--- src/rtl/lpm_pkg.sv ---
// constants and types shared by the link power, error and lock manager
`default_nettype none
package lpm_pkg;
	localparam int unsigned ADDR_W = 8;
	localparam int unsigned DATA_W = 8;
	// register byte offsets
	localparam logic [7:0] REG_VIDEO_CFG    = 8'h00;
	localparam logic [7:0] REG_ERR_CFG      = 8'h01;
	localparam logic [7:0] REG_POWER        = 8'h04;
	localparam logic [7:0] REG_PAR_LIM_LO   = 8'h08;
	localparam logic [7:0] REG_PAR_LIM_HI   = 8'h09;
	localparam logic [7:0] REG_PAR_CNT_LO   = 8'h0A;
	localparam logic [7:0] REG_PAR_CNT_HI   = 8'h0B;
	localparam logic [7:0] REG_PRBS_CNT     = 8'h0C;
	localparam logic [7:0] REG_UART_ERR     = 8'h0D;
	localparam logic [7:0] REG_RATE         = 8'h0E;
	// field positions
	localparam int unsigned PARITY_EN_BIT   = 3;
	localparam int unsigned AUTO_CLR_BIT    = 5;
	localparam int unsigned POWER_DOWN_BIT  = 4;
	localparam int unsigned SER_EN_BIT      = 3;
	localparam int unsigned PATTERN_EN_BIT  = 0;
	localparam int unsigned RATE_HI_BIT     = 1;
	// reset values
	localparam logic [15:0] PAR_LIM_RST     = 16'hFFFF;
	localparam logic [22:0] PRBS_SEED       = 23'h7FFFFF;
	// error frame bits: frame, parity, packet, i2c
	localparam int unsigned ERRF_W          = 4;
	// timing
	localparam int unsigned CLK_MHZ         = 250;
	localparam int unsigned WAKE_WINDOW_MS  = 70;
	localparam int unsigned WAKE_CYC        = WAKE_WINDOW_MS * CLK_MHZ * 1000;
	localparam int unsigned PLL_LOCK_CYC    = 32768;
	localparam int unsigned SHORT_LEN_LO    = 546;
	localparam int unsigned SHORT_LEN_HI    = 1090;
	localparam int unsigned LONG_LEN        = 17410;
	localparam int unsigned SYNC_FAIL_MAX   = 62;
	localparam int unsigned HSK_WAIT_CYC    = 64;
	localparam int unsigned DEC_ERR_LIMIT   = 16;
	localparam int unsigned TMR_W           = 25;

	typedef struct packed {
		logic       parity_en;
		logic       auto_error_clear;
		logic       power_down_bit;
		logic       serialization_enable;
		logic       pattern_test_enable;
		logic [1:0] pixel_rate_range;
	} lpm_cfg_t;

	typedef enum logic [7:0] {
		ST_BOOT  = 8'h01,
		ST_OFF   = 8'h02,
		ST_WAKE  = 8'h04,
		ST_CTRL  = 8'h08,
		ST_PLLW  = 8'h10,
		ST_HSK   = 8'h20,
		ST_SYNC  = 8'h40,
		ST_VIDEO = 8'h80
	} lpm_state_t;
endpackage
`default_nettype wire

--- src/rtl/lpm_link_manager.sv ---
// link power sequencing, error reporting and lock handshake
// Notes on behaviour
// - grounded strap: power up with power-down clear and serialization enabled
// - local: stay in channel without clock, then lock interval before handshake
// - clock present at local power-up: serialization starts after PLL lock
// - after wake frame, power-down must clear within 70ms or sleep again
// - remote start: serialization enable is 0, timers idle, channel stays open
// - host writing power-down in open channel powers down; full wake needed
// - error output pulled low while uart, parity or prbs error pending
// - uart errors recorded; error frame only on closing frame
// - error frame stored in uart error register; unreported while unlocked
// - reading uart error register clears it, error output follows at once
// - parity errors counted in 16-bit counter split over two bytes
// - outside bypass or with auto clear, parity count at or over limit flags error until next video phase
// - auto clear wipes parity and uart errors at channel end, not prbs
// - without auto clear, errors clear on read and keep accumulating
// - prbs mismatches counted; error while nonzero; disabling test clears
// - lock frame received: short pattern, 546 or 1090 words by rate range
// - power-up or no lock frame: long pattern of 17410 words
// - remote: 62 failed attempts clear serialization enable; local retries
// - lock frame sent only if decode errors stayed under limit, else unlock
// - in channel the recovered data outputs hold their last video values
// - lock and channel flags encode video, channel and loss of lock
`timescale 1ns/1ps
`default_nettype none
module lpm_link_manager
	import lpm_pkg::*;
#(
	parameter int unsigned WORD_W     = 18,
	parameter int unsigned WAKE_LIM   = WAKE_CYC,
	parameter int unsigned PLLW_LIM   = PLL_LOCK_CYC,
	parameter int unsigned HSK_LIM    = HSK_WAIT_CYC,
	parameter int unsigned DEC_LIM    = DEC_ERR_LIMIT
) (
	input  wire logic              clk_i,
	input  wire logic              arst_n_i,
	input  wire logic              remote_wake_select_i,
	input  wire logic              pclk_present_i,
	input  wire logic              dummy_frame_i,
	input  wire logic              vsync_edge_i,
	input  wire logic              chan_timeout_i,
	input  wire logic              closing_frame_i,
	input  wire logic              bypass_mode_i,
	input  wire logic              lock_frame_rx_i,
	input  wire logic              sync_ok_i,
	input  wire logic              decode_err_i,
	input  wire logic [ERRF_W-1:0] ser_uart_err_i,
	input  wire logic [ERRF_W-1:0] des_uart_err_i,
	input  wire logic              i2c_enable_i,
	input  wire logic              parity_err_i,
	input  wire logic              word_valid_i,
	input  wire logic [WORD_W-1:0] word_i,
	input  wire logic              reg_wr_i,
	input  wire logic              reg_rd_i,
	input  wire logic [ADDR_W-1:0] reg_addr_i,
	input  wire logic [DATA_W-1:0] reg_wdata_i,
	output logic      [DATA_W-1:0] reg_rdata_o,
	output logic                   low_power_o,
	output logic                   timers_enable_o,
	output logic                   control_phase_active_o,
	output logic                   lock_oe_o,
	output logic                   lock_frame_tx_o,
	output logic                   sync_active_o,
	output logic                   sync_long_o,
	output logic                   error_oe_o,
	output logic      [WORD_W-1:0] word_o
);
	localparam logic [TMR_W-1:0] WAKE_END  = TMR_W'(WAKE_LIM - 1);
	localparam logic [TMR_W-1:0] PLLW_END  = TMR_W'(PLLW_LIM - 1);
	localparam logic [TMR_W-1:0] HSK_END   = TMR_W'(HSK_LIM - 1);
	localparam logic [TMR_W-1:0] LONG_END  = TMR_W'(LONG_LEN - 1);
	localparam logic [TMR_W-1:0] SHLO_END  = TMR_W'(SHORT_LEN_LO - 1);
	localparam logic [TMR_W-1:0] SHHI_END  = TMR_W'(SHORT_LEN_HI - 1);
	localparam logic [5:0]       FAIL_END  = 6'(SYNC_FAIL_MAX - 1);
	localparam logic [7:0]       DEC_END   = 8'(DEC_LIM);

	// sequencer state
	lpm_state_t       state, next_state;
	logic [TMR_W-1:0] tmr, next_tmr;
	logic [5:0]       fails, next_fails;
	logic             remote, next_remote;
	logic             pll_ok, next_pll_ok;
	logic             long_seq, next_long_seq;
	logic             lock, next_lock;
	logic             lock_tx, next_lock_tx;
	logic             control_phase_active, next_control_phase_active;
	logic [7:0]       dec_cnt, next_dec_cnt;
	logic [WORD_W-1:0] word_q, next_word_q;
	// sequencer events seen by the other groups
	logic             boot_remote;
	logic             serialization_enable_clr;
	logic             ch_open;
	logic             ch_end;
	logic             video_start;
	logic [TMR_W-1:0] sync_end;

	// register and error state
	lpm_cfg_t         cfg, next_cfg;
	logic [15:0]      par_lim, next_par_lim;
	logic [15:0]      par_cnt, next_par_cnt;
	logic [7:0]       prbs_cnt, next_prbs_cnt;
	logic [22:0]      lfsr, next_lfsr;
	logic [ERRF_W-1:0] ser_err, next_ser_err;
	logic [7:0]       uart_flags, next_uart_flags;
	logic             par_flag, next_par_flag;
	logic             err_q, next_err_q;
	logic [DATA_W-1:0] rdata, next_rdata;
	logic             wr_ok;
	logic             err_frame;

	assign sync_end = long_seq ? LONG_END :
		(cfg.pixel_rate_range[RATE_HI_BIT] ? SHHI_END : SHLO_END);

	always_comb begin
		next_state    = state;
		next_tmr      = tmr;
		next_fails    = fails;
		next_remote   = remote;
		next_pll_ok   = pll_ok;
		next_long_seq = long_seq;
		next_lock     = lock;
		next_lock_tx  = 1'b0;
		next_dec_cnt  = dec_cnt;
		next_word_q   = word_q;
		boot_remote   = 1'b0;
		serialization_enable_clr     = 1'b0;
		ch_open       = 1'b0;
		ch_end        = 1'b0;
		video_start   = 1'b0;
		unique case (state)
			ST_BOOT: begin
				// strap caught on the first clocked edge after release
				next_remote = remote_wake_select_i;
				if (remote_wake_select_i) begin
					boot_remote = 1'b1;
					next_state  = ST_OFF;
				end else if (pclk_present_i) begin
					next_tmr   = '0;
					next_state = ST_PLLW;
				end else begin
					next_state = ST_CTRL;
				end
			end
			ST_OFF: begin
				if (dummy_frame_i) begin
					next_tmr   = '0;
					next_state = ST_WAKE;
				end
			end
			ST_WAKE: begin
				if (!cfg.power_down_bit) begin
					next_state = ST_CTRL;
				end else if (tmr == WAKE_END) begin
					next_state = ST_OFF;
				end else begin
					next_tmr = tmr + 1'b1;
				end
			end
			ST_CTRL: begin
				if (cfg.power_down_bit) begin
					next_state  = ST_OFF;
					next_pll_ok = 1'b0;
				end else if (cfg.serialization_enable && pclk_present_i &&
					(chan_timeout_i || (closing_frame_i && !bypass_mode_i))) begin
					// with enable clear the channel never closes
					ch_end = 1'b1;
					if (lock && dec_cnt < DEC_END) begin
						next_lock_tx = 1'b1;
					end else begin
						next_lock = 1'b0;
					end
					next_tmr   = '0;
					next_state = pll_ok ? ST_HSK : ST_PLLW;
				end
			end
			ST_PLLW: begin
				if (!pclk_present_i) begin
					next_state = ST_CTRL;
				end else if (tmr == PLLW_END) begin
					next_pll_ok = 1'b1;
					next_tmr    = '0;
					next_state  = ST_HSK;
				end else begin
					next_tmr = tmr + 1'b1;
				end
			end
			ST_HSK: begin
				if (lock_frame_rx_i) begin
					next_long_seq = 1'b0;
					next_tmr      = '0;
					next_state    = ST_SYNC;
				end else if (tmr == HSK_END) begin
					next_long_seq = 1'b1;
					next_tmr      = '0;
					next_state    = ST_SYNC;
				end else begin
					next_tmr = tmr + 1'b1;
				end
			end
			ST_SYNC: begin
				if (tmr != sync_end) begin
					next_tmr = tmr + 1'b1;
				end else if (sync_ok_i) begin
					video_start  = 1'b1;
					next_fails   = '0;
					next_lock    = 1'b1;
					next_dec_cnt = '0;
					next_state   = ST_VIDEO;
				end else begin
					next_lock = 1'b0;
					next_tmr  = '0;
					if (remote && fails == FAIL_END) begin
						serialization_enable_clr  = 1'b1;
						next_fails = '0;
						next_state = ST_CTRL;
					end else begin
						// local end keeps retrying forever
						next_fails    = remote ? fails + 1'b1 : '0;
						next_long_seq = 1'b1;
					end
				end
			end
			ST_VIDEO: begin
				if (decode_err_i && dec_cnt != 8'hFF) begin
					next_dec_cnt = dec_cnt + 1'b1;
				end
				if (word_valid_i) begin
					next_word_q = word_i;
				end
				if (!pclk_present_i) begin
					next_pll_ok = 1'b0;
					next_state  = ST_CTRL;
				end else if (vsync_edge_i) begin
					ch_open    = 1'b1;
					next_state = ST_CTRL;
				end
			end
		endcase
		next_control_phase_active = (next_state == ST_CTRL) || (next_state == ST_WAKE);
	end

	always_ff @(posedge clk_i or negedge arst_n_i) begin
		if (!arst_n_i) begin
			state    <= ST_BOOT;
			tmr      <= '0;
			fails    <= '0;
			remote   <= 1'b0;
			pll_ok   <= 1'b0;
			long_seq <= 1'b1;
			lock     <= 1'b0;
			lock_tx  <= 1'b0;
			control_phase_active     <= 1'b0;
			dec_cnt  <= '0;
			word_q   <= '0;
		end else begin
			state    <= next_state;
			tmr      <= next_tmr;
			fails    <= next_fails;
			remote   <= next_remote;
			pll_ok   <= next_pll_ok;
			long_seq <= next_long_seq;
			lock     <= next_lock;
			lock_tx  <= next_lock_tx;
			control_phase_active     <= next_control_phase_active;
			dec_cnt  <= next_dec_cnt;
			word_q   <= next_word_q;
		end
	end

	// host register writes only land while the channel is open in base mode
	assign wr_ok     = reg_wr_i && !bypass_mode_i &&
		(state == ST_CTRL || state == ST_WAKE);
	assign err_frame = closing_frame_i && (state == ST_CTRL) && !bypass_mode_i;

	always_comb begin
		next_cfg        = cfg;
		next_par_lim    = par_lim;
		next_par_cnt    = par_cnt;
		next_prbs_cnt   = prbs_cnt;
		next_lfsr       = lfsr;
		next_ser_err    = ser_err;
		next_uart_flags = uart_flags;
		next_par_flag   = par_flag;
		next_rdata      = rdata;
		if (wr_ok) begin
			unique case (reg_addr_i)
				REG_VIDEO_CFG: next_cfg.parity_en = reg_wdata_i[PARITY_EN_BIT];
				REG_ERR_CFG:
					next_cfg.auto_error_clear = reg_wdata_i[AUTO_CLR_BIT];
				REG_POWER: begin
					next_cfg.power_down_bit       = reg_wdata_i[POWER_DOWN_BIT];
					next_cfg.serialization_enable = reg_wdata_i[SER_EN_BIT];
					next_cfg.pattern_test_enable  = reg_wdata_i[PATTERN_EN_BIT];
				end
				REG_PAR_LIM_LO: next_par_lim[7:0]  = reg_wdata_i;
				REG_PAR_LIM_HI: next_par_lim[15:8] = reg_wdata_i;
				REG_RATE: next_cfg.pixel_rate_range = reg_wdata_i[1:0];
				default: next_cfg = cfg;
			endcase
		end
		if (boot_remote) begin
			next_cfg.serialization_enable = 1'b0;
			next_cfg.power_down_bit       = 1'b1;
		end
		if (serialization_enable_clr) begin
			next_cfg.serialization_enable = 1'b0;
		end
		// serializer side error capture, wiped when the next channel opens
		if (ch_open) begin
			next_ser_err = '0;
		end else if (state == ST_CTRL && !bypass_mode_i) begin
			next_ser_err = ser_err | {ser_uart_err_i[ERRF_W-1] & i2c_enable_i,
				ser_uart_err_i[ERRF_W-2:0]};
		end
		// clears first so a same-cycle set survives
		if (reg_rd_i && reg_addr_i == REG_UART_ERR) begin
			next_uart_flags = '0;
		end
		if (reg_rd_i && reg_addr_i == REG_PAR_CNT_LO) begin
			next_par_cnt[7:0] = '0;
		end
		if (reg_rd_i && reg_addr_i == REG_PAR_CNT_HI) begin
			next_par_cnt[15:8] = '0;
		end
		if (ch_end && cfg.auto_error_clear) begin
			next_uart_flags = '0;
			next_par_cnt    = '0;
		end
		if (err_frame) begin
			next_uart_flags = next_uart_flags |
				8'(ser_err | des_uart_err_i);
		end
		if (cfg.parity_en && parity_err_i && state == ST_VIDEO &&
			par_cnt != 16'hFFFF) begin
			next_par_cnt = next_par_cnt + 1'b1;
		end
		if (video_start) begin
			next_par_flag = 1'b0;
		end
		if (par_cnt >= par_lim && (!bypass_mode_i || cfg.auto_error_clear)) begin
			next_par_flag = 1'b1;
		end
		// prbs checker, untouched by auto clear
		if (!next_cfg.pattern_test_enable) begin
			next_prbs_cnt = '0;
			next_lfsr     = PRBS_SEED;
		end else if (state == ST_VIDEO && word_valid_i) begin
			next_lfsr = {lfsr[21:0], lfsr[22] ^ lfsr[17]};
			if (word_i != lfsr[WORD_W-1:0] && prbs_cnt != 8'hFF) begin
				next_prbs_cnt = prbs_cnt + 1'b1;
			end
		end
		if (reg_rd_i) begin
			unique case (reg_addr_i)
				REG_VIDEO_CFG: next_rdata = 8'(cfg.parity_en) << PARITY_EN_BIT;
				REG_ERR_CFG:
					next_rdata = 8'(cfg.auto_error_clear) << AUTO_CLR_BIT;
				REG_POWER: next_rdata =
					(8'(cfg.power_down_bit) << POWER_DOWN_BIT) |
					(8'(cfg.serialization_enable) << SER_EN_BIT) |
					(8'(cfg.pattern_test_enable) << PATTERN_EN_BIT);
				REG_PAR_LIM_LO: next_rdata = par_lim[7:0];
				REG_PAR_LIM_HI: next_rdata = par_lim[15:8];
				REG_PAR_CNT_LO: next_rdata = par_cnt[7:0];
				REG_PAR_CNT_HI: next_rdata = par_cnt[15:8];
				REG_PRBS_CNT:   next_rdata = prbs_cnt;
				REG_UART_ERR:   next_rdata = uart_flags;
				REG_RATE:       next_rdata = 8'(cfg.pixel_rate_range);
				default:        next_rdata = 8'h00;
			endcase
		end
		// uart flags only count while the receiver is locked
		next_err_q = ((|next_uart_flags) && next_lock) ||
			next_par_flag || (next_prbs_cnt != 8'h00);
	end

	always_ff @(posedge clk_i or negedge arst_n_i) begin
		if (!arst_n_i) begin
			cfg        <= '{parity_en: 1'b0, auto_error_clear: 1'b0,
				power_down_bit: 1'b0, serialization_enable: 1'b1,
				pattern_test_enable: 1'b0, pixel_rate_range: 2'h0};
			par_lim    <= PAR_LIM_RST;
			par_cnt    <= '0;
			prbs_cnt   <= '0;
			lfsr       <= PRBS_SEED;
			ser_err    <= '0;
			uart_flags <= '0;
			par_flag   <= 1'b0;
			err_q      <= 1'b0;
			rdata      <= '0;
		end else begin
			cfg        <= next_cfg;
			par_lim    <= next_par_lim;
			par_cnt    <= next_par_cnt;
			prbs_cnt   <= next_prbs_cnt;
			lfsr       <= next_lfsr;
			ser_err    <= next_ser_err;
			uart_flags <= next_uart_flags;
			par_flag   <= next_par_flag;
			err_q      <= next_err_q;
			rdata      <= next_rdata;
		end
	end

	assign reg_rdata_o            = rdata;
	assign low_power_o            = state == ST_OFF;
	assign timers_enable_o        = cfg.serialization_enable;
	assign control_phase_active_o = control_phase_active;
	assign lock_oe_o              = !lock;
	assign lock_frame_tx_o        = lock_tx;
	assign sync_active_o          = state == ST_SYNC;
	assign sync_long_o            = long_seq;
	assign error_oe_o             = err_q;
	assign word_o                 = word_q;
endmodule
`default_nettype wire

--- config.mk ---
export PLATFORM = sky130hd
export DESIGN_NAME = lpm_link_manager
export DESIGN_NICKNAME = d
export VERILOG_FILES = /design/src/rtl/lpm_pkg.sv /design/src/rtl/lpm_link_manager.sv
export SDC_FILE = /design/constraint.sdc
export NUM_CORES = 1
export LEC_CHECK = 0
export ABC_AREA = 1
export BUFFER_PORTS_ARGS = -buffer_cell sky130_fd_sc_hd__buf_2
export CAP_MARGIN = 25
export CORE_UTILIZATION = 24
export DETAILED_ROUTE_END_ITERATION = 8
export PLACE_DENSITY = 0.45
export SYNTH_ARGS = -nofsm -noshare
export SYNTH_HDL_FRONTEND = slang
export SYNTH_SLANG_ARGS = --single-unit
--- constraint.sdc ---
create_clock -name clk_i -period 4.8 [get_ports clk_i]
set_input_delay 0.48 -clock clk_i [delete_from_list [all_inputs] [get_ports clk_i]]
set_output_delay 0.48 -clock clk_i [all_outputs]
set_load 0.01 [all_outputs]
# After elaboration in Yosys (flattened, before gate mapping)
# Index checks and enable logic that the tools add are counted.
[totals]
output_inout_bits = 34
word_cells = 242
inputBits = 59
register_bits = 163
[classes]
mux = 98
magnitude_cmp = 2
add_sub_neg = 5
eq_ne = 47
n_bitwise = 8
n_reduce_logical = 55
[ops]
columns = ["op", "count"]
rows = [
  ["$mux 25", 13],
  ["$mux 8", 25],
  ["$pmux 25 s7", 1],
  ["$pmux 8 s10", 1],
  ["$eq 8x4->1 const B", 9],
  ["$pmux 8 s8", 1],
  ["$mux 23", 2],
  ["$mux 1", 35],
  ["$mux 16", 2],
  ["$ne 2x2->1 const B", 16],
  ["$add 25x1->25 const B", 1],
  ["$eq 25x15->1 const B", 1],
  ["$eq 25x25->1 const B", 1],
  ["$eq 25x6->1 const B", 1],
  ["$ne 25x15->1", 1],
  ["$eq 8x3->1 const B", 3],
  ["$mux 6", 4],
  ["$logic_and 1x1->1", 22],
  ["$ne 18x18->1", 1],
  ["$reduce_and 2->1", 9],
  ["$add 16x1->16 const B", 1],
  ["$add 8x1->8 const B", 2],
  ["$eq 8x1->1 const B", 2],
  ["$ge 16x16->1", 1],
  ["other kinds (40)", 60],
]

# Depth between registers and ports, before layout
# Gate-level depths: netlist (run 1).
[logic_depth]
word_depth = 15
mapped_depth = 18
depth_no_buf = 16

# Least setup slack after synthesis (run 1)
# OpenSTA, ideal clock, no wires.
[synth_timing]
path_kind = "input-to-reg"
from = "in pclk_present_i"
to = "reg par_cnt[10]"
cell_stages = 15
setup_ns = 0.118
n_path_buf = 3
slack_ns = 2.638
arrival_ns = 2.044
t_required_ns = 4.682
cell_sequence = "buf_2 -> nand3_1 -> nor2_1 -> nand3_2 -> buf_4 -> buf_6 -> nand3_1 -> inv_1 -> ha_1 -> nand3_1 -> nor2_1 -> nand3_1 -> nor2_2 -> xor2_1 -> inv_1"
[synth_between]
elab_chain_len = 9
[synth_lines]
columns = ["item", "line", "source"]
rows = [
  ["from (decl)", "lpm_link_manager.sv:38", "input wire logic pclk_present_i,"],
  ["$logic_and 1x1->1 * (2 in a row)", "lpm_link_manager.sv:163", "end else if (cfg.serialization_enable && pclk_present_i &&"],
  ["$mux 1 *", "lpm_link_manager.sv:163", ""],
  ["$mux 1 *", "lpm_link_manager.sv:160", "if (cfg.power_down_bit) begin"],
  ["$mux 1 *", "lpm_link_manager.sv:130", "unique case (state)"],
  ["$logic_and 1x1->1 *", "lpm_link_manager.sv:325", "if (ch_end && cfg.auto_error_clear) begin"],
  ["$mux 16 *", "lpm_link_manager.sv:325", ""],
  ["$add 16x1->16", "lpm_link_manager.sv:335", "next_par_cnt = next_par_cnt + 1'b1;"],
  ["$mux 16 *", "lpm_link_manager.sv:333", "if (cfg.parity_en && parity_err_i && state == ST_VIDEO &&"],
  ["named net next_par_cnt[10]", "lpm_link_manager.sv:100", "logic [15:0] par_cnt, next_par_cnt;"],
  ["to (signal assigned)", "lpm_link_manager.sv:394", "par_cnt <= next_par_cnt;"],
  ["to (decl)", "lpm_link_manager.sv:100", ""],
]
# The timed path passes the listed nets; every way through them passes the cells marked *.
# A chain may end at the register's enable or synchronous reset.

# Final worst setup path (run 1)
[layout_timing]
from = "reg state[3]"
to = "reg tmr[3]"
[layout_between]
elab_chain_len = 3
word_cells_on_any_way = 19
cone_classes = "eq/ne: 16; mux: 1; reduce/logical: 2"
[layout_lines]
columns = ["item", "line", "source"]
rows = [
  ["from (decl)", "lpm_link_manager.sv:78", "lpm_state_t state, next_state;"],
  ["from (signal assigned)", "lpm_link_manager.sv:256", "state <= next_state;"],
  ["$eq 8x2->1 (tied with other cells)", "lpm_link_manager.sv:130", ""],
  ["$reduce_bool 7->1 (no source line) (tied with other cells)", "--", ""],
  ["$reduce_and 10->1 (no source line)", "--", ""],
  ["to (signal assigned)", "lpm_link_manager.sv:257", "tmr <= next_tmr;"],
  ["to (decl)", "lpm_link_manager.sv:79", "logic [TMR_W-1:0] tmr, next_tmr;"],
]
# Parallel ways exist; a longest one is shown, timed or not.

==> results of run 1 <==
power groups by stage:
| stage | logic, W | clock network, W | registers (W) |
|---|---|---|---|
| 6_report | 0.000527 | 0.00146 | 0.00154 |
| 5_1_grt | 0.000600 | 0.00156 | 0.00155 |
| 4_1_cts | 0.000530 | 0.00151 | 0.00154 |
| 3_5_place_dp | 0.000527 | 0 | 0.00156 |
| 3_3_place_gp | 0.000528 | 0 | 0.00156 |
| 2_1_floorplan | 0.000374 | 0 | 0.00154 |
state kept, by name, summed over array words and instances, names as in the netlist, 6 cells and up:
| name | cells |
|---|---|
| tmr | 25 |
| lfsr | 23 |
| word_o | 18 |
| par_cnt | 16 |
| par_lim | 16 |
| dec_cnt | 8 |
| prbs_cnt | 8 |
| reg_rdata_o | 8 |
| state | 8 |
| uart_flags | 8 |
| cfg | 6 |
| fails | 6 |
cells by family after synthesis:
kind of cell / count (synthesis) / share of synthesized area [%]
flops: 163 / 39.9
mux: 1 / 0.0967
fa+ha+maj: 23 / 2.78
simple gates: 760 / 33.7
other cells: 1 / 0.0362
buf+inv: 265 / 10.3
compound gates: 196 / 10.7
xor+xnor: 29 / 2.45
area by class of cell:
class	count	area share, %
Clock buffer	18	3.66
Clock inverter	14	1.42
Timing Repair Buffer	100	4.58
Sequential cell	163	34.5
Inverter	230	7.25
Tap cell	539	5.63
Antenna cell	1	0.0209
Multi-Input combinational cell	1010	43.0
synthesized netlist by cell type, types with 4 or more instances:
master / instances
o21ai_1: 20
inv_1: 217
nand3_1: 114
nand2_2: 8
o211ai_1: 9
nor3b_1: 5
nor2_2: 12
ha_1: 23
buf_6: 4
o21ai_0: 85
xnor2_1: 5
a31oi_1: 7
nor2_4: 5
nor2_1: 132
dfrtp_1: 121
clkbuf_1: 8
nand4_1: 45
a21oi_1: 43
nand3b_1: 7
inv_2: 9
a221oi_1: 4
o22ai_1: 9
nand2_1: 373
o221ai_1: 4
nor3_1: 28
buf_2: 15
buf_4: 5
xor2_1: 24
dfstp_2: 42
nor4_1: 8
nand3_2: 5
worst paths after layout:
check                                from             end  slack [ps]  cells past startpoint
max                              state[3]          tmr[3]        1900                     10
min                            word_i[15]      word_o[15]         260                      3
max reg2reg                      state[3]          tmr[3]        1900                     10
min reg2reg                reg_rdata_o[5]  reg_rdata_o[5]         470                      2
max in group asynchronous        arst_n_i        state[0]        3130                      4
min in group asynchronous        arst_n_i      word_o[11]         480                      2
critical path: stages, from the launching register on:
cell and delay, ps:
dfrtp_1 430, nor2_2 190, nand2_2 120, nor2_2 650
nor2_1 150, nand4_1 120, inv_2 60, nor2_4 630
inv_4 230, nand2_1 130, nand2_1 50
stage by stage:
step,worst slack [ps],instance area (um^2),util (%)
floorplan,2640,10400,-
global placement,2010,11300,26.8
detailed placement,1950,11300,26.8
CTS,1930,11900,28.3
global route,1680,12000,28.4
finish,1900,12000,28.4
per-layer routing:
layer	part of all wire, %	routed length [um]
met1	51	16600
met3	4.9	1590
met5	0.12	38
met4	1.5	480
met2	43	14000
layout by cell type (no fill, tap or decap), types with 4 or more instances in the layout:
master     instances
nand3_2            5
inv_2              9
nand3b_1           7
nor4_1             8
a31oi_1            7
inv_1            217
buf_4              6
xor2_1            24
dfrtp_1          121
nor3b_1            5
clkbuf_16         17
ha_1              23
a21oi_1           43
o21ai_1           20
nand2_1          373
nor2_2            12
a221oi_1           4
dfstp_2           42
nand2_2            8
nor3_1            28
buf_2             91
o211ai_1           9
nor2_4             5
o221ai_1           4
o22ai_1            9
nor2_1           132
nand3_1          114
xnor2_1            5
o21ai_0           85
nand4_1           45
repair_timing:
item                      in CTS  in global routing
hold endpoints to repair       0                 15
gates resized for setup        0                  0
hold buffers                   0                  1
==> impl_metrics.tcl, run 1 <==
set metrics [dict create \
    status "finished clean" \
    viasPerCell 4.63 \
    synthFlopType "dfrtp_1" \
    clk_latency_ps 460 \
    fin_cells 2075 \
    worstPathArrival_ps 3230 \
    overflow 0 \
    gp_congestion 0.921 \
    multiInputGateArea_um2 5150 \
    initial_utilization_pct 24.5 \
    clk_path_buf_depth 2 \
    htree_levels 4 \
    yosys.cell_types.count 56 \
    leakagePower_nw 5.84 \
    clk_pin_slew_ps 70 \
    start_kind "flop" \
    hpwlAfterDp_mm 25.0 \
    cp.required_ps 5130 \
    swShare_pct 31.2 \
    skew_ps 20.7 \
    peakVddDrop_mv 0.263 \
    worstSetupPathType "flop to flop" \
    nets 1604 \
    p_per_area_nw_per_um2 293 \
    totalPowerFinal_w 0.00352 \
    core_area_um2 42200 \
    synth_edf_count 0 \
    dieWidth_um 210 \
    setup_viol 0 \
    ios 93 \
    cts-root-buf "clkbuf_16" \
    synth.avg_cell_area_um2 7.20 \
    p_seq_share_pct 43.6 \
    synth_top_area_share_pct 29.3 \
    drtIter0Drc 690 \
    gr-usage-met2_pct 22.8 \
    syn_inst 1438 \
    fmax_mhz 345 \
    drc 0 \
    grt_pass1_vias 9261 \
    rsz0062_at_grt "false" \
    dieArea_um2 44000 \
    grt_busiest_layer "met2" \
    holdCritPathClass "primary input to flop" \
    grt_pass1_wl_mm 52.2 \
    ant_nets 0 \
    cts_sinks 163 \
    vias 9605 \
    grt_use_met3_pct 2.90 \
    tns_ps 0 \
    syn_area_um2 10400 \
    grt_use_met1_pct 22.3 \
    grt_max_degree 97 \
    layout_min_cycle_time_ps 2900 \
    yosysTopAreaCell "dfrtp_1" \
    internal_power_w 0.00242 \
    cts_tree "yes" \
    numPortBuffers 92 \
    p_clk_share_pct 41.4 \
    rows 75 \
    cts_made_buffers 17 \
    tightest_slew_ps 809 \
    period_share_pct 60.4 \
    yosysWarnings 0 \
    track_usage_pct 15.3 \
    netSwitchingPower_w 0.00110 \
    syn_nets 1520 \
    slew_headroom_pct 45.9 \
    drv_cap 0 \
    postCtsSetupRepairBufs 0 \
    wl_per_cell_um 15.7 \
    synth-async-reset-ratio_pct 100 \
    antenna_found_initial 4 \
    routed_wl_mm 32.7 \
    num-fill-cells 4677 \
    synth.area.top_cells "dfrtp_1 (29%), nand2_1 (14%), dfstp_2 (11%)" \
    seq_area_frac_synth_pct 39.9 \
    endpoint_kind "flop" \
    crit_path_max_fanout 32 \
    firstDrtPassIters 5 \
    maxSlewViolCount 0 \
    p_comb_share_pct 15.0 \
    dp.cells 2039 \
    hold_ws_ps 257 \
    synth-seq-cells 163 \
    drive_gt1_share_pct 15.3 \
    fp.dieH_um 210 \
    area_delta_synth_final_pct 15.8 \
    hold_violations 0 \
    regArea_um2 4130 \
]
Note: power is estimated with default switching activity, not from simulation.
==> run 2, diff against run 1 <==
- PLACE_DENSITY: 0.45 -> 0.46
- clock period: 4.8 -> 2.66 ns (I/O delays scaled with it)
==> impl_metrics.tcl, run 2 (same netlist as run 1, synthesis figures left out) <==
set metrics [dict create \
    holdCritPathClass "primary input to flop" \
    maxSlewViolCount 0 \
    slew_headroom_pct 65.4 \
    dieWidth_um 210 \
    start_kind "flop" \
    crit_top_cell "nand2_1" \
    p_seq_share_pct 43.4 \
    core_area_um2 42200 \
    max_stage_delay_ps 440 \
    crit_path_max_fanout 14 \
    cts_sinks 163 \
    p_per_area_nw_per_um2 529 \
    htree_levels 4 \
    gr-usage-met2_pct 22.6 \
    leakagePower_nw 5.94 \
    critical_path.slowest_cell "dfrtp_2" \
    gp_congestion 0.885 \
    cts_tree "yes" \
    internal_power_w 0.00447 \
    cp.required_ps 2990 \
    numPortBuffers 92 \
    area_delta_synth_final_pct 17.3 \
    setup_viol 0 \
    antenna_found_initial 3 \
    drtIter0Drc 739 \
    track_usage_pct 15.5 \
    grt_use_met1_pct 22.6 \
    largest_register "tmr" \
    clk_latency_ps 450 \
    cts-root-buf "clkbuf_16" \
    largest_reg_flops 25 \
    clk_path_buf_depth 2 \
    grt_pass1_wl_mm 53.0 \
    period_share_pct 90.1 \
    ios 93 \
    layout_min_cycle_time_ps 2400 \
    firstDrtPassIters 6 \
    rsz0062_at_grt "false" \
    initial_utilization_pct 24.5 \
    finalWorstSetupSlack_ps 263 \
    overflow 0 \
    peakVddDrop_mv 0.399 \
    vias 9791 \
    skew_ps 13.0 \
    grt_busiest_layer "met1" \
    path_cells "ha_1 -> nand2_1 -> nor2_1 -> inv_1 -> nor4_1 -> nand4_1 -> nand3_2 -> nand4_2 -> buf_4 -> nand3_1 -> nand2_1" \
    pre_cts_ws_ps 224 \
    final_common_cell "nand2_1" \
    cts_made_buffers 17 \
    rows 75 \
    ant_nets 0 \
    fp.dieH_um 210 \
    netSwitchingPower_w 0.00195 \
    hpwlAfterDp_mm 25.3 \
    endpoint_kind "flop" \
    status "finished clean" \
    fmax_mhz 417 \
    tns_ps 0 \
    nets 1622 \
    p_comb_share_pct 15.7 \
    wl_per_cell_um 15.7 \
    swShare_pct 30.4 \
    clk_pin_slew_ps 70 \
    worstSetupPathType "flop to flop" \
    drc 0 \
    postCtsSetupRepairBufs 0 \
    routed_wl_mm 32.8 \
    drive_gt1_share_pct 16.2 \
    hold_ws_ps 38.0 \
    drv_cap 0 \
    grt_max_degree 75 \
    grt_use_met3_pct 3.20 \
    viasPerCell 4.68 \
    hold_violations 0 \
    dieArea_um2 44000 \
    worstPathArrival_ps 2730 \
    final_core_util_pct 28.8 \
    tightest_slew_ps 519 \
    grt_pass1_vias 9418 \
    p_clk_share_pct 40.9 \
    final_cell_mix "nand2_1 (373), inv_1 (217), nor2_1 (132)" \
]
[run 2: cell types whose count changed in the layout (fill, tap and decap cells not counted), moves of 2 or more]
cell	previous run	this run
clkinvlp_4	3	0
clkbuf_1	0	3
clkinv_4	2	4
buf_12	0	3
buf_4	6	22
[run 2: routing by layer]
metal | routed length (um) | up-vias | share of wire [%]
met4 | 534 | 4 | 1.6
met2 | 13900 | 257 | 42
met3 | 1890 | 30 | 5.7
li1 | - | 4865 | -
met1 | 16500 | 4635 | 50
met5 | 23 | - | 0.070
[run 2: layout make-up]
class	instances	area, um^2
diodes	1	2.50
clock buffers	20	437
fillers	4720	30100
flip-flops and latches	163	4130
clock inverters	12	171
multi-input cells	1010	5160
inverters	230	870
repair buffers	118	702
well taps	539	674
[run 2: power groups by stage]
| stage | sequential, W | clock (W) | combinational [W] |
|---|---|---|---|
| after floorplan | 0.00278 | 0 | 0.000674 |
| after global placement | 0.00282 | 0 | 0.00101 |
| after detailed placement | 0.00282 | 0 | 0.00102 |
| after CTS | 0.00278 | 0.00272 | 0.00103 |
| after global routing | 0.00280 | 0.00283 | 0.00114 |
| final | 0.00279 | 0.00263 | 0.00101 |
[run 2: worst max-delay path, delay by kind of cell, from the launching register on]
kind          cells  cell delay [ps]
buf+inv           2              320
simple gates      8             1290
flops             1              440
fa+ha+maj         1              220
[run 2: path summary, 6_finish.rpt]
path                           startpoint              to  slack [ps]  cells after the start
max                                tmr[0]          tmr[5]         260                     11
min                            word_i[15]      word_o[15]          40                      3
max reg2reg                        tmr[0]          tmr[5]         260                     11
min reg2reg                reg_rdata_o[7]  reg_rdata_o[7]         470                      2
max in group asynchronous        arst_n_i      par_lim[8]        1470                      3
min in group asynchronous        arst_n_i         tmr[14]         350                      2
[run 2: metrics by stage]
| stage | instance area, um^2 | cells | total power (W) |
|---|---|---|---|
| floorplan | 10400 | 1438 | 0.00345 |
| global placement | 11500 | 2059 | 0.00383 |
| detailed placement | 11500 | 2059 | 0.00384 |
| CTS | 12100 | 2092 | 0.00653 |
| global route | 12100 | 2092 | 0.00678 |
| finish | 12100 | 2093 | 0.00642 |
[run 2: timing repair]
item	4_1_cts	5_1_grt
resized for setup	0	2
hold buffers	1	0
hold endpoints to repair	34	0
endpoints found under the setup margin	0	15
==> run 3, diff against run 2 <==
==> constraint.sdc (replaced) <==
create_clock -name clk_i -period 2.66 [get_ports clk_i]
set_input_delay 0.133 -clock clk_i [delete_from_list [all_inputs] [get_ports clk_i]]
set_output_delay 0.133 -clock clk_i [all_outputs]
set_load 0.01 [all_outputs]
==> impl_metrics.tcl, run 3 (same netlist as run 1, synthesis figures left out) <==
set metrics [dict create \
    final_common_cell "nand2_1" \
    min_to "word_o[13]" \
    wl_per_cell_um 15.9 \
    critPathLaunch "tmr[0]" \
    path_buf_inv 2 \
    peakVddDrop_mv 0.478 \
    fmax_mhz 416 \
    path_cells "ha_1 -> nand2_1 -> nor2_1 -> inv_1 -> nor4_1 -> nand4_1 -> nand3_2 -> nand4_2 -> buf_4 -> nand3b_1 -> nand2_1" \
    rsz0062_at_grt "false" \
    core_area_um2 42200 \
    grt_pass1_wl_mm 54.8 \
    cts_tree "yes" \
    layout_min_cycle_time_ps 2410 \
    cts_made_buffers 17 \
    rows 75 \
    path_delay_family "simple AND/OR/NAND/NOR gates" \
    grt_use_met3_pct 3.05 \
    p_per_area_nw_per_um2 517 \
    clk_latency_ps 450 \
    leakagePower_nw 6.09 \
    clk_path_buf_depth 2 \
    viasPerCell 4.62 \
    dp.cells 2063 \
    start_kind "flop" \
    holdCritPathClass "primary input to flop" \
    cp.required_ps 2990 \
    critical_path.slowest_cell "dfrtp_1" \
    track_usage_pct 15.9 \
    max_stage_delay_ps 460 \
    tns_ps 0 \
    area_delta_synth_final_pct 20.6 \
    final_cell_mix "nand2_1 (373), inv_1 (217), nor2_1 (131)" \
    drc 0 \
    slew_headroom_pct 47.6 \
    hold_depth 3 \
    gp_congestion 0.955 \
    overflow 0 \
    reg2reg_depth 11 \
    period_share_pct 90.5 \
    grt_max_degree 51 \
    routed_wl_mm 33.8 \
    maxSlewViolCount 0 \
    drv_cap 0 \
    ant_nets 0 \
    crit_top_cell "nand2_1" \
    fp.dieH_um 210 \
    fin_cells 2129 \
    clk_pin_slew_ps 80 \
    dieArea_um2 44000 \
    status "finished clean" \
    tightest_slew_ps 780 \
    numPortBuffers 92 \
    ios 93 \
    vias 9842 \
    worstSetupPathType "flop to flop" \
    cts_sinks 163 \
    grt_use_met1_pct 23.2 \
    worstPathArrival_ps 2740 \
    reg2reg_from "tmr[0]" \
    r2r_end "tmr[9]" \
    gr-usage-met2_pct 24.0 \
    largest_reg_flops 25 \
    antenna_found_initial 0 \
    largest_register "tmr" \
    htree_levels 4 \
    skew_ps 14.4 \
    hpwlAfterDp_mm 26.2 \
    hp-start "word_i[13]" \
    n_antenna_cell 0 \
    setup_viol 0 \
    drtIter0Drc 783 \
    crit_path_max_fanout 14 \
    hold_violations 0 \
    grt_busiest_layer "met2" \
    cts-root-buf "clkbuf_16" \
    firstDrtPassIters 6 \
    nets 1659 \
    initial_utilization_pct 24.5 \
    endpoint_kind "flop" \
    grt_pass1_vias 9668 \
    regToRegSetupSlack_ps 250 \
    dieWidth_um 210 \
    drive_gt1_share_pct 16.4 \
]
[run 3: cell types whose count changed in the layout (fill, tap and decap cells not counted), moves of 3 or more]
cell           change
dlygate4sd3_1     +32
buf_4              +6
clkinv_2           +4
clkbuf_1           -3
clkinv_4           -3
clkinvlp_4         +3
[run 3: timing repair]
| item | CTS | global route |
|---|---|---|
| hold buffers | 33 | 0 |
| endpoints found under the setup margin | 0 | 15 |
| hold endpoints to repair | 80 | 0 |
| resized for setup | 0 | 2 |
| setup buffers | 0 | 1 |
[run 3: worst max-delay path by stage]
| stage | endpoint | cells past startpoint |
|---|---|---|
| floorplan | par_cnt[14] | 17 |
| global placement | error_oe_o | 12 |
| detailed placement | tmr[9] | 11 |
| CTS | error_oe_o | 12 |
| global route | tmr[8] | 11 |
| finish | tmr[9] | 11 |
[run 3: cell type report]
cell class,instances,area [um^2]
Fill cell,4614,29700
Multi-Input combinational cell,1010,5160
Sequential cell,163,4130
Timing Repair Buffer,155,1050
Inverter,230,870
Tap cell,539,674
Clock buffer,17,425
Clock inverter,15,179
[run 3: worst reg2reg max path, delay by kind of cell, from the launching register on]
family	cells	cell delay (ps)
fa+ha+maj	1	220
buf+inv	2	310
flops	1	460
simple gates	8	1290
[run 3: through the flow]
step	area [um^2]	util [%]	hold slack (ps)	total power, W	worst slack, ps
final	12500	29.6	11.7	0.00646	254
after global routing	12500	29.6	31.7	0.00680	53.3
after CTS	12500	29.5	0.211	0.00656	227
after detailed placement	11500	27.3	104	0.00385	252
after global placement	11500	27.3	101	0.00385	261
after floorplan	10400	-	-163	0.00345	519
[run 3: routing by layer]
layer	up-vias	part of all wire, %
met1	4588	50
met4	0	1.0
met2	290	43
met5	-	0
met3	21	5.5
li1	4943	-
[run 3: where the power goes]
| group | switching [W] | internal (W) | total (W) |
|---|---|---|---|
| sequential | 0.000126 | 0.00265 | 0.00278 |
| clock | 0.00114 | 0.00149 | 0.00262 |
| combinational | 0.000715 | 0.000343 | 0.00106 |
